`src/rcsi_pkg.sv`:
```
// Shared constants and types of the two-wire RTC bus master
package rcsi_pkg;
  localparam int CLK_PERIOD_NS = 100;
  localparam int SCL_PERIOD_NS = 2500;
  // Quarter of an SCL period, least time, rounded up
  localparam int QTR_CYC = (SCL_PERIOD_NS + 4 * CLK_PERIOD_NS - 1) / (4 * CLK_PERIOD_NS);
  localparam int LEN_W = 8;
  localparam logic [3:0] BIT_ACK = 4'h8;
  localparam logic [3:0] BIT_LAST_DATA = 4'h7;
  localparam logic [1:0] PH_FIRST = 2'h0;
  localparam logic [1:0] PH_RISE = 2'h2;
  localparam logic [1:0] PH_LAST = 2'h3;
  localparam logic [7:0] PTR_RESET = 8'h00;
  localparam logic [7:0] SRAM_LAST = 8'h7F;
  localparam logic [LEN_W-1:0] LEN_ONE = 8'h01;

  typedef enum logic [1:0] {
    RCSI_OP_WRITE = 2'b00,
    RCSI_OP_RAND = 2'b01,
    RCSI_OP_CUR = 2'b10
  } rcsi_op_t;

  typedef enum logic [2:0] {
    RCSI_ST_IDLE = 3'b000,
    RCSI_ST_START = 3'b001,
    RCSI_ST_TX = 3'b010,
    RCSI_ST_RX = 3'b011,
    RCSI_ST_STOP = 3'b100
  } rcsi_state_t;

  typedef enum logic [1:0] {
    RCSI_K_SLAW = 2'b00,
    RCSI_K_ADDR = 2'b01,
    RCSI_K_DATA = 2'b10,
    RCSI_K_SLAR = 2'b11
  } rcsi_kind_t;

  typedef struct packed {
    rcsi_op_t op;
    logic sram;
    logic [7:0] waddr;
    logic [LEN_W-1:0] len;
  } rcsi_cmd_t;
endpackage : rcsi_pkg

```
`src/rcsi_sync2.sv`:
```
// Two-flop synchroniser for pin inputs
`timescale 1ns/1ps
module rcsi_sync2 #(
  parameter int W = 2
) (
  input wire logic CLK,
  input wire logic RST,
  input wire logic [W-1:0] D,
  output logic [W-1:0] Q
);
  logic [W-1:0] meta_r;
  logic [W-1:0] q_r;

  always_ff @(posedge CLK) begin
    if (RST) begin
      meta_r <= '1;
      q_r <= '1;
    end else begin
      meta_r <= D;
      q_r <= meta_r;
    end
  end

  assign Q = q_r;
endmodule : rcsi_sync2

```
`src/rcsi_tick.sv`:
```
// Free-running divider giving one pulse per quarter SCL period
`timescale 1ns/1ps
module rcsi_tick #(
  parameter int DIV = 7
) (
  input wire logic CLK,
  input wire logic RST,
  output logic TICK
);
  localparam int CW = (DIV > 1) ? $clog2(DIV) : 1;
  localparam logic [CW-1:0] TOP = CW'(DIV - 1);
  logic [CW-1:0] cnt_r;
  logic [CW-1:0] cnt_nxt;
  logic tick_r;
  logic tick_nxt;

  always_comb begin
    tick_nxt = (cnt_r == TOP);
    cnt_nxt = tick_nxt ? '0 : cnt_r + 1'b1;
  end

  always_ff @(posedge CLK) begin
    if (RST) begin
      cnt_r <= '0;
      tick_r <= 1'b0;
    end else begin
      cnt_r <= cnt_nxt;
      tick_r <= tick_nxt;
    end
  end

  assign TICK = tick_r;
endmodule : rcsi_tick

```
`src/rcsi_master.sv`:
```
// Two-wire bus master driving the RTC serial port
// Summary of operation
// - Every byte goes out and comes in most significant bit first.
// - SDA moves only while SCL is low, except for START and STOP.
// - Every transaction ends with a STOP; the device then enters standby.
// - Transmitter releases SDA after eight bits; receiver pulls it low to acknowledge.
// - Master acknowledges each read byte when it wants another.
// - First byte holds 7-bit identifier; its low bit 1 reads, 0 writes.
// - A one-byte word address follows, sent or taken from the counter.
// - Random read uses the same identifier in both phases.
// - Single write: START, identifier, address, data, STOP, each byte acknowledged.
// - Page write sends start address then consecutive data, ended by STOP.
// - Random read: START, id write, address, repeated START, id read.
// - Device sends while master acknowledges; master stops after last byte.
// - Master stops at the last location of the SRAM section (7Fh); clock section reads have no such limit.
`timescale 1ns/1ps
module rcsi_master
  import rcsi_pkg::*;
#(
  parameter logic [6:0] CLK_ID = 7'h51, // Arbitrary value, set for the part
  parameter logic [6:0] MEM_ID = 7'h52, // Arbitrary value, set for the part
  parameter int QTR = QTR_CYC
) (
  input wire logic CLK,
  input wire logic RST,
  input rcsi_cmd_t CMD,
  input wire logic CMD_VALID,
  output logic CMD_READY,
  input wire logic [7:0] WR_DATA,
  input wire logic WR_VALID,
  output logic WR_READY,
  output logic [7:0] RD_DATA,
  output logic RD_VALID,
  output logic DONE,
  output logic DONE_NACK,
  input wire logic SCL_I,
  output logic SCL_O,
  output logic SCL_OE_N,
  input wire logic SDA_I,
  output logic SDA_O,
  output logic SDA_OE_N
);
  logic tick;
  logic [1:0] pins_s;
  logic scl_s;
  logic sda_s;

  rcsi_tick #(.DIV(QTR)) u_tick (
    .CLK(CLK),
    .RST(RST),
    .TICK(tick)
  );

  rcsi_sync2 #(.W(2)) u_sync (
    .CLK(CLK),
    .RST(RST),
    .D({SCL_I, SDA_I}),
    .Q(pins_s)
  );

  assign scl_s = pins_s[1];
  assign sda_s = pins_s[0];

  rcsi_state_t st_r, st_nxt;
  rcsi_kind_t kind_r, kind_nxt;
  rcsi_cmd_t cmd_r, cmd_nxt;
  logic [1:0] ph_r, ph_nxt;
  logic [3:0] bit_r, bit_nxt;
  logic [7:0] shift_r, shift_nxt;
  logic [7:0] ptr_r, ptr_nxt;
  logic [LEN_W-1:0] cnt_r, cnt_nxt;
  logic last_r, last_nxt;
  logic nack_r, nack_nxt;
  logic done_r, done_nxt;
  logic [7:0] rd_data_r, rd_data_nxt;
  logic rd_valid_r, rd_valid_nxt;
  logic scl_oe_n_r, scl_oe_n_nxt;
  logic sda_oe_n_r, sda_oe_n_nxt;
  logic [6:0] id_sel;
  logic need_wr;
  logic adv;
  logic end_bit;

  assign id_sel = cmd_r.sram ? MEM_ID : CLK_ID;
  assign CMD_READY = (st_r == RCSI_ST_IDLE);

  // Next data byte wanted from the user after a good acknowledge
  assign need_wr = (st_r == RCSI_ST_TX) && (bit_r == BIT_ACK) && !sda_s && (cmd_r.op == RCSI_OP_WRITE)
                   && (((kind_r == RCSI_K_ADDR) && (cnt_r != '0))
                       || ((kind_r == RCSI_K_DATA) && (cnt_r > LEN_ONE)));
  assign WR_READY = tick && (ph_r == PH_LAST) && need_wr;

  // Stall at a rising phase while SCL is held low, or while write data is late
  assign adv = tick && !((ph_r == PH_RISE) && !scl_s) && !((ph_r == PH_LAST) && need_wr && !WR_VALID);
  // Idle parks at the last phase; a tick there must not end a bit
  assign end_bit = adv && (ph_r == PH_LAST) && (st_r != RCSI_ST_IDLE);

  always_comb begin
    st_nxt = st_r;
    kind_nxt = kind_r;
    cmd_nxt = cmd_r;
    ph_nxt = ph_r;
    bit_nxt = bit_r;
    shift_nxt = shift_r;
    ptr_nxt = ptr_r;
    cnt_nxt = cnt_r;
    last_nxt = last_r;
    nack_nxt = nack_r;
    done_nxt = 1'b0;
    rd_data_nxt = rd_data_r;
    rd_valid_nxt = 1'b0;
    if (st_r == RCSI_ST_IDLE) begin
      ph_nxt = PH_LAST;
      if (CMD_VALID) begin
        cmd_nxt = CMD;
        cnt_nxt = CMD.len;
        nack_nxt = 1'b0;
        ph_nxt = PH_FIRST;
        st_nxt = RCSI_ST_START;
        kind_nxt = (CMD.op == RCSI_OP_CUR) ? RCSI_K_SLAR : RCSI_K_SLAW;
      end
    end else if (adv) begin
      ph_nxt = ph_r + 2'h1;
    end
    if (end_bit) begin
      case (st_r)
        RCSI_ST_START: begin
          st_nxt = RCSI_ST_TX;
          bit_nxt = '0;
          shift_nxt = {id_sel, kind_r == RCSI_K_SLAR};
        end
        RCSI_ST_TX: begin
          if (bit_r != BIT_ACK) begin
            bit_nxt = bit_r + 4'h1;
            shift_nxt = {shift_r[6:0], 1'b0};
          end else if (sda_s) begin
            nack_nxt = 1'b1;
            st_nxt = RCSI_ST_STOP;
          end else begin
            bit_nxt = '0;
            case (kind_r)
              RCSI_K_SLAW: begin
                kind_nxt = RCSI_K_ADDR;
                shift_nxt = cmd_r.waddr;
              end
              RCSI_K_ADDR: begin
                ptr_nxt = cmd_r.waddr;
                if (cmd_r.op == RCSI_OP_RAND) begin
                  kind_nxt = RCSI_K_SLAR;
                  st_nxt = RCSI_ST_START;
                end else if (need_wr) begin
                  kind_nxt = RCSI_K_DATA;
                  shift_nxt = WR_DATA;
                end else begin
                  st_nxt = RCSI_ST_STOP;
                end
              end
              RCSI_K_DATA: begin
                ptr_nxt = ptr_r + 8'h01;
                cnt_nxt = cnt_r - LEN_ONE;
                if (need_wr) begin
                  shift_nxt = WR_DATA;
                end else begin
                  st_nxt = RCSI_ST_STOP;
                end
              end
              default: begin
                st_nxt = RCSI_ST_RX;
                last_nxt = (cnt_r <= LEN_ONE) || (cmd_r.sram && (ptr_r == SRAM_LAST));
              end
            endcase
          end
        end
        RCSI_ST_RX: begin
          if (bit_r != BIT_ACK) begin
            bit_nxt = bit_r + 4'h1;
            shift_nxt = {shift_r[6:0], sda_s};
            if (bit_r == BIT_LAST_DATA) begin
              rd_data_nxt = {shift_r[6:0], sda_s};
              rd_valid_nxt = 1'b1;
              ptr_nxt = ptr_r + 8'h01;
              cnt_nxt = (cnt_r == '0) ? '0 : cnt_r - LEN_ONE;
            end
          end else if (last_r) begin
            st_nxt = RCSI_ST_STOP;
          end else begin
            bit_nxt = '0;
            last_nxt = (cnt_r <= LEN_ONE) || (cmd_r.sram && (ptr_r == SRAM_LAST));
          end
        end
        RCSI_ST_STOP: begin
          st_nxt = RCSI_ST_IDLE;
          done_nxt = 1'b1;
        end
        default: begin
          st_nxt = RCSI_ST_IDLE;
        end
      endcase
    end
  end

  // Pin levels follow the next state; SDA moves a quarter after SCL falls
  always_comb begin
    scl_oe_n_nxt = 1'b1;
    sda_oe_n_nxt = sda_oe_n_r;
    case (st_nxt)
      RCSI_ST_START: begin
        scl_oe_n_nxt = ph_nxt[1];
        if (ph_nxt != PH_FIRST) sda_oe_n_nxt = (ph_nxt != PH_LAST);
      end
      RCSI_ST_TX: begin
        scl_oe_n_nxt = ph_nxt[1];
        if (ph_nxt != PH_FIRST) begin
          sda_oe_n_nxt = (bit_nxt == BIT_ACK) ? 1'b1 : shift_nxt[7];
        end
      end
      RCSI_ST_RX: begin
        scl_oe_n_nxt = ph_nxt[1];
        if (ph_nxt != PH_FIRST) begin
          sda_oe_n_nxt = (bit_nxt == BIT_ACK) ? last_nxt : 1'b1;
        end
      end
      RCSI_ST_STOP: begin
        scl_oe_n_nxt = ph_nxt[1];
        if (ph_nxt != PH_FIRST) sda_oe_n_nxt = (ph_nxt == PH_LAST);
      end
      default: begin
        scl_oe_n_nxt = 1'b1;
        sda_oe_n_nxt = 1'b1;
      end
    endcase
  end

  always_ff @(posedge CLK) begin
    if (RST) begin
      st_r <= RCSI_ST_IDLE;
      kind_r <= RCSI_K_SLAW;
      cmd_r <= '0;
      ph_r <= PH_LAST;
      bit_r <= '0;
      shift_r <= '0;
      ptr_r <= PTR_RESET;
      cnt_r <= '0;
      last_r <= 1'b0;
      nack_r <= 1'b0;
      done_r <= 1'b0;
      rd_data_r <= '0;
      rd_valid_r <= 1'b0;
      scl_oe_n_r <= 1'b1;
      sda_oe_n_r <= 1'b1;
    end else begin
      st_r <= st_nxt;
      kind_r <= kind_nxt;
      cmd_r <= cmd_nxt;
      ph_r <= ph_nxt;
      bit_r <= bit_nxt;
      shift_r <= shift_nxt;
      ptr_r <= ptr_nxt;
      cnt_r <= cnt_nxt;
      last_r <= last_nxt;
      nack_r <= nack_nxt;
      done_r <= done_nxt;
      rd_data_r <= rd_data_nxt;
      rd_valid_r <= rd_valid_nxt;
      scl_oe_n_r <= scl_oe_n_nxt;
      sda_oe_n_r <= sda_oe_n_nxt;
    end
  end

  assign SCL_O = 1'b0;
  assign SDA_O = 1'b0;
  assign SCL_OE_N = scl_oe_n_r;
  assign SDA_OE_N = sda_oe_n_r;
  assign RD_DATA = rd_data_r;
  assign RD_VALID = rd_valid_r;
  assign DONE = done_r;
  assign DONE_NACK = nack_r;
endmodule : rcsi_master

```
`config.mk`:
```
export PLATFORM = sky130hd
export DESIGN_NAME = rcsi_master
export DESIGN_NICKNAME = d
export VERILOG_FILES = /design/src/rcsi_pkg.sv /design/src/rcsi_sync2.sv /design/src/rcsi_tick.sv /design/src/rcsi_master.sv
export SDC_FILE = /design/constraint.sdc
export NUM_CORES = 1
export LEC_CHECK = 0
export BUFFER_PORTS_ARGS = -buffer_cell sky130_fd_sc_hd__buf_2
export CORE_MARGIN = 5
export CORE_UTILIZATION = 44
export CTS_CLUSTER_SIZE = 8
export DETAILED_ROUTE_END_ITERATION = 7
export PLACE_DENSITY = 0.73
export SYNTH_ARGS = -nofsm -noshare
export SYNTH_HDL_FRONTEND = slang
export SYNTH_SLANG_ARGS = --single-unit
```
`constraint.sdc`:
```
create_clock -name CLK -period 4.5 [get_ports CLK]
set_input_delay 0 -clock CLK [delete_from_list [all_inputs] [get_ports CLK]]
set_output_delay 0 -clock CLK [all_outputs]
set_load 0.005 [all_outputs]
```
==> results.rst <==
.. list-table::
   :header-rows: 1

   * - Metric
     - Value
   * - Compound-gate portion of the synthesized area
     - 0.264
   * - Worst Path Max Fanout
     - 9
   * - Wire length of the first global-routing pass
     - 18.1 mm
   * - Post-route fraction of the period consumed by the critical path
     - 0.759
   * - Hold Path Cell Cnt
     - 3
   * - Worst R2R Start
     - bit_r[0]
   * - Flip-flop and latch count after synthesis
     - 68
   * - Setup CP Type
     - flop to flop
   * - Area leader, netlist
     - sky130_fd_sc_hd__dfxtp_1
   * - CTS tree
     - done
   * - Most frequent cells in the layout
     - 68 x sky130_fd_sc_hd__dfxtp_1, 66 x sky130_fd_sc_hd__nor2_1, 60 x sky130_fd_sc_hd__nand2_1, 49 x sky130_fd_sc_hd__a21oi_1, 47 x sky130_fd_sc_hd__buf_2
   * - Crit. End Element
     - flop
   * - Buf+Inv Stages, Crit Path
     - 1
   * - Remaining antenna violation count after routing
     - 0
   * - Count of cell instances traversed by the critical path
     - 10
   * - Area share of fa/ha/maj cells after synthesis
     - 0.0275
   * - Placed instance area
     - 4270 µm²
   * - Post-synth EDFFs
     - 0
   * - Input/output buffers
     - 47
   * - Length in cells of the worst reg-to-reg path
     - 10
   * - Setup ws final
     - 1.08 ns
   * - Sink Count
     - 68
   * - Sequential fraction of the synthesis area
     - 0.332
   * - Maximum vdd ir drop
     - 0.183 mV
   * - CTS root buffer
     - sky130_fd_sc_hd__clkbuf_8
   * - Synth warnings
     - 0
   * - Final estimated routing congestion in global placement
     - 0.936
   * - Worst min-delay path startpoint
     - CMD[0]
   * - Max transition margin
     - 0.178
   * - Cells along the critical path
     - inv_1, ha_1, nand4bb_1, nor3_1, nand3_4, a221oi_1, o31a_2, or2b_2, a21oi_2, o41ai_2
   * - Final setup violation count
     - 0
   * - Max_cap viols
     - 0
   * - Vias
     - 4075
   * - Drt first-iter violations
     - 388
   * - Detailed-route wire length per cell
     - 16.4 µm
   * - Type of the most critical hold path
     - input pin to flop
   * - Worst Max-Slew Pin Slew
     - 1.23 ns
   * - Cell family contributing the most delay on the critical path
     - simple AND/OR/NAND/NOR gates
   * - Multiplexer fraction of the synthesized cell area
     - 0.0293
   * - Register-to-register setup slack
     - 1.08 ns
   * - Clock latency at the later pin of the worst-skew pair
     - 0.35 ns
   * - Number of distinct library cells after synthesis
     - 82
   * - Worst setup slack after placement
     - 1.24 ns
   * - GRT Util Overall
     - 0.196
   * - Data arrival time of the critical path
     - 3.65 ns
   * - Clock slew at reported path FFs
     - 0.08 ns
   * - Post-Syn Area
     - 4100 µm²
   * - Std cell rows
     - 35
   * - Instance count after placement with tap cells included
     - 643
   * - Result of the run
     - finished clean
   * - Final hold violation count
     - 0
   * - CP startpoint
     - bit_r[0]
   * - Number of standard cells in the final layout excluding fillers
     - 676
   * - Xor/xnor cell area share of the yosys netlist
     - 0.0128
   * - Largest net degree at the start of global routing
     - 60
   * - Most common cell after layout, fill and taps aside
     - sky130_fd_sc_hd__dfxtp_1
   * - P_leak
     - 1.78 nW
   * - Share of flip-flops with an asynchronous set or reset
     - 0
   * - Effective utilization at floorplan
     - 0.448
   * - Area growth, synth to finish
     - 14.4%
   * - Destination of the worst register-to-register timing path
     - SDA_OE_N
   * - H-tree lvl count
     - 3
   * - Critical Path Start Type
     - flop
   * - Final critical delay including setup and external delays
     - 3.42 ns
   * - Power density relative to cell area
     - 309 nW/µm²
   * - Syn avg cell area
     - 7.89 µm²
   * - Largest family of logic cells by synthesized area
     - simple AND/OR/NAND/NOR gates
   * - Number of detailed-route iterations in the first pass
     - 5
   * - Post-CTS Resized
     - 0
   * - Maximum frequency from static timing analysis
     - 293 MHz
   * - Design area
     - 4690 µm²
   * - Clock Tree Buf Depth
     - 2
   * - Initial antenna violation count
     - 0
   * - Die Y
     - 107 µm
   * - Area share of the largest cell type after synthesis
     - 0.332
   * - Die extent in x
     - 107 µm
   * - DRT Wirelength
     - 11.1 mm
   * - Vias per cell
     - 6.03
   * - Die area
     - 11400 µm²
   * - Core ar.
     - 9150 µm²
   * - DRC violation count after routing
     - 0
   * - Final global-route overflow total
     - 0
   * - Number of antenna diodes
     - 0
   * - Leading post-synthesis cells by cell area
     - sky130_fd_sc_hd__dfxtp_1 33%, sky130_fd_sc_hd__nor2_1 6.0%, sky130_fd_sc_hd__a21oi_1 6.0%
   * - Via count of the first global-routing pass
     - 3895
   * - Max stage delay on crit path
     - 0.90 ns
   * - Max Slew Vio Count
     - 0
   * - Hold Path End
     - cnt_r[0]
   * - Post-detail-place hpwl
     - 7.97 mm
   * - Gate count of the mapped netlist
     - 520
   * - Ratio of cells with drive above 1 in the final layout
     - 0.181
   * - WP data required
     - 4.73 ns
   * - Main flop type after synthesis
     - sky130_fd_sc_hd__dfxtp_1
   * - Top-level I/O count
     - 50
   * - Nets
     - 602
   * - Accumulated negative setup slack
     - 0 ns
   * - Setup repair after global routing missed its margin
     - no
   * - Critical Path Slowest Stage Cell
     - sky130_fd_sc_hd__nor3_1
   * - Worst clock skew
     - 0.00796 ns
   * - Synthesized-area fraction occupied by and/or/nand/nor cells
     - 0.276
   * - CTS Buf Count
     - 9
-- Yosys cell counts (3+ instances only) --
master	number
sky130_fd_sc_hd__dfxtp_1	68
sky130_fd_sc_hd__nor2_1	66
sky130_fd_sc_hd__nand2_1	60
sky130_fd_sc_hd__a21oi_1	49
sky130_fd_sc_hd__o21ai_0	23
sky130_fd_sc_hd__clkbuf_1	19
sky130_fd_sc_hd__mux2i_1	12
sky130_fd_sc_hd__nor3_1	12
sky130_fd_sc_hd__nand2b_1	11
sky130_fd_sc_hd__ha_1	9
sky130_fd_sc_hd__inv_1	9
sky130_fd_sc_hd__a22oi_1	8
sky130_fd_sc_hd__buf_2	8
sky130_fd_sc_hd__nor2b_1	8
sky130_fd_sc_hd__or2_2	8
sky130_fd_sc_hd__a211oi_1	7
sky130_fd_sc_hd__and3_1	7
sky130_fd_sc_hd__and3_2	7
sky130_fd_sc_hd__nand3_1	7
sky130_fd_sc_hd__a31oi_1	6
sky130_fd_sc_hd__nor3b_1	6
sky130_fd_sc_hd__nor4_1	6
sky130_fd_sc_hd__a221oi_1	5
sky130_fd_sc_hd__o22ai_1	5
sky130_fd_sc_hd__a21o_1	4
sky130_fd_sc_hd__a211o_1	3
sky130_fd_sc_hd__buf_6	3
sky130_fd_sc_hd__clkbuf_8	3
sky130_fd_sc_hd__o21ai_1	3
sky130_fd_sc_hd__o22a_1	3
sky130_fd_sc_hd__xnor2_1	3
sky130_fd_sc_hd__xor2_1	3
-- final cells by class --
cell class,instances,area (µm²)
timing repair buffer,64,405
multi-input combinational,408,2500
fill,880,4460
clock buffer,10,138
tap,111,139
clock inverter,6,111
inverter,9,33.8
sequential,68,1360
-- through the flow --
| stage | utilization | hold slack (ns) | power [mW] |
|---|---|---|---|
| final | 0.513 | 0.0216 | 1.45 |
| after global routing | 0.513 | 0.0265 | 1.51 |
| after CTS | 0.513 | 0.00385 | 1.46 |
| after detailed placement | 0.467 | 0.191 | 0.824 |
| after global placement | 0.467 | 0.185 | 0.818 |
| after floorplan | - | 0.104 | 0.784 |
-- flip-flops by register name, indices dropped and copies added (netlist names) --
signal and cells:
st_r 3, RD_DATA 8, cmd_r 11, kind_r 2, RD_VALID 1, ph_r 2
shift_r 8, SCL_OE_N 1, last_r 1, u_tick.TICK 1, cnt_r 8, DONE 1
u_tick.cnt_r 3, bit_r 4, SDA_OE_N 1, ptr_r 8, DONE_NACK 1, u_sync.Q 2
u_sync.meta_r 2
-- worst max-delay path by stage --
stage | endpoint | slack [ns]
global placement | SDA_OE_N | 1.31
CTS | SDA_OE_N | 1.17
detailed placement | SDA_OE_N | 1.24
global route | shift_r[4] | 0.91
finish | SDA_OE_N | 1.08
floorplan | SDA_OE_N | 1.85
-- per-layer routing --
layer  vias up  part of all wire  global-route usage
li1       1962                 -                   -
met3        32             0.064              0.0486
met4         0             0.024              0.0749
met1      1900              0.44               0.244
met2       181              0.47               0.326
met5         -                 0                   0
-- power by group --
| group | switching [mW] | internal [mW] | leakage (nW) |
|---|---|---|---|
| Sequential | 0.0252 | 0.621 | 0.554 |
| Clock | 0.243 | 0.383 | 0.122 |
| Combinational | 0.0990 | 0.0794 | 1.11 |
| Total | 0.367 | 1.08 | 1.78 |
-- what timing repair did --
item | 4_1_cts | 5_1_grt
buffers inserted | 0 | 0
hold buffers | 17 | 0
hold endpoints to repair | 17 | 0
-- kinds of logic (layout without fill, tap and decap cells) --
kind of cell / after synthesis / count (layout)
AO/OA/AOI/OAI: 157 / 157
XOR/XNOR: 6 / 6
adder cells (fa/ha/maj): 9 / 9
buffers and inverters: 45 / 89
flip-flops: 68 / 68
multiplexers: 12 / 12
other: 1 / 2
AND/OR/NAND/NOR: 222 / 222
-- worst reg2reg max path, stage by stage (launching register included) --
cell and delay (ns):
sky130_fd_sc_hd__dfxtp_1 0.33, sky130_fd_sc_hd__inv_1 0.09, sky130_fd_sc_hd__ha_1 0.24, sky130_fd_sc_hd__nand4bb_1 0.37, sky130_fd_sc_hd__nor3_1 0.90, sky130_fd_sc_hd__nand3_4 0.22, sky130_fd_sc_hd__a221oi_1 0.36, sky130_fd_sc_hd__o31a_2 0.26
sky130_fd_sc_hd__or2b_2 0.31, sky130_fd_sc_hd__a21oi_2 0.13, sky130_fd_sc_hd__o41ai_2 0.09
Power figures use the tool's default switching activity.
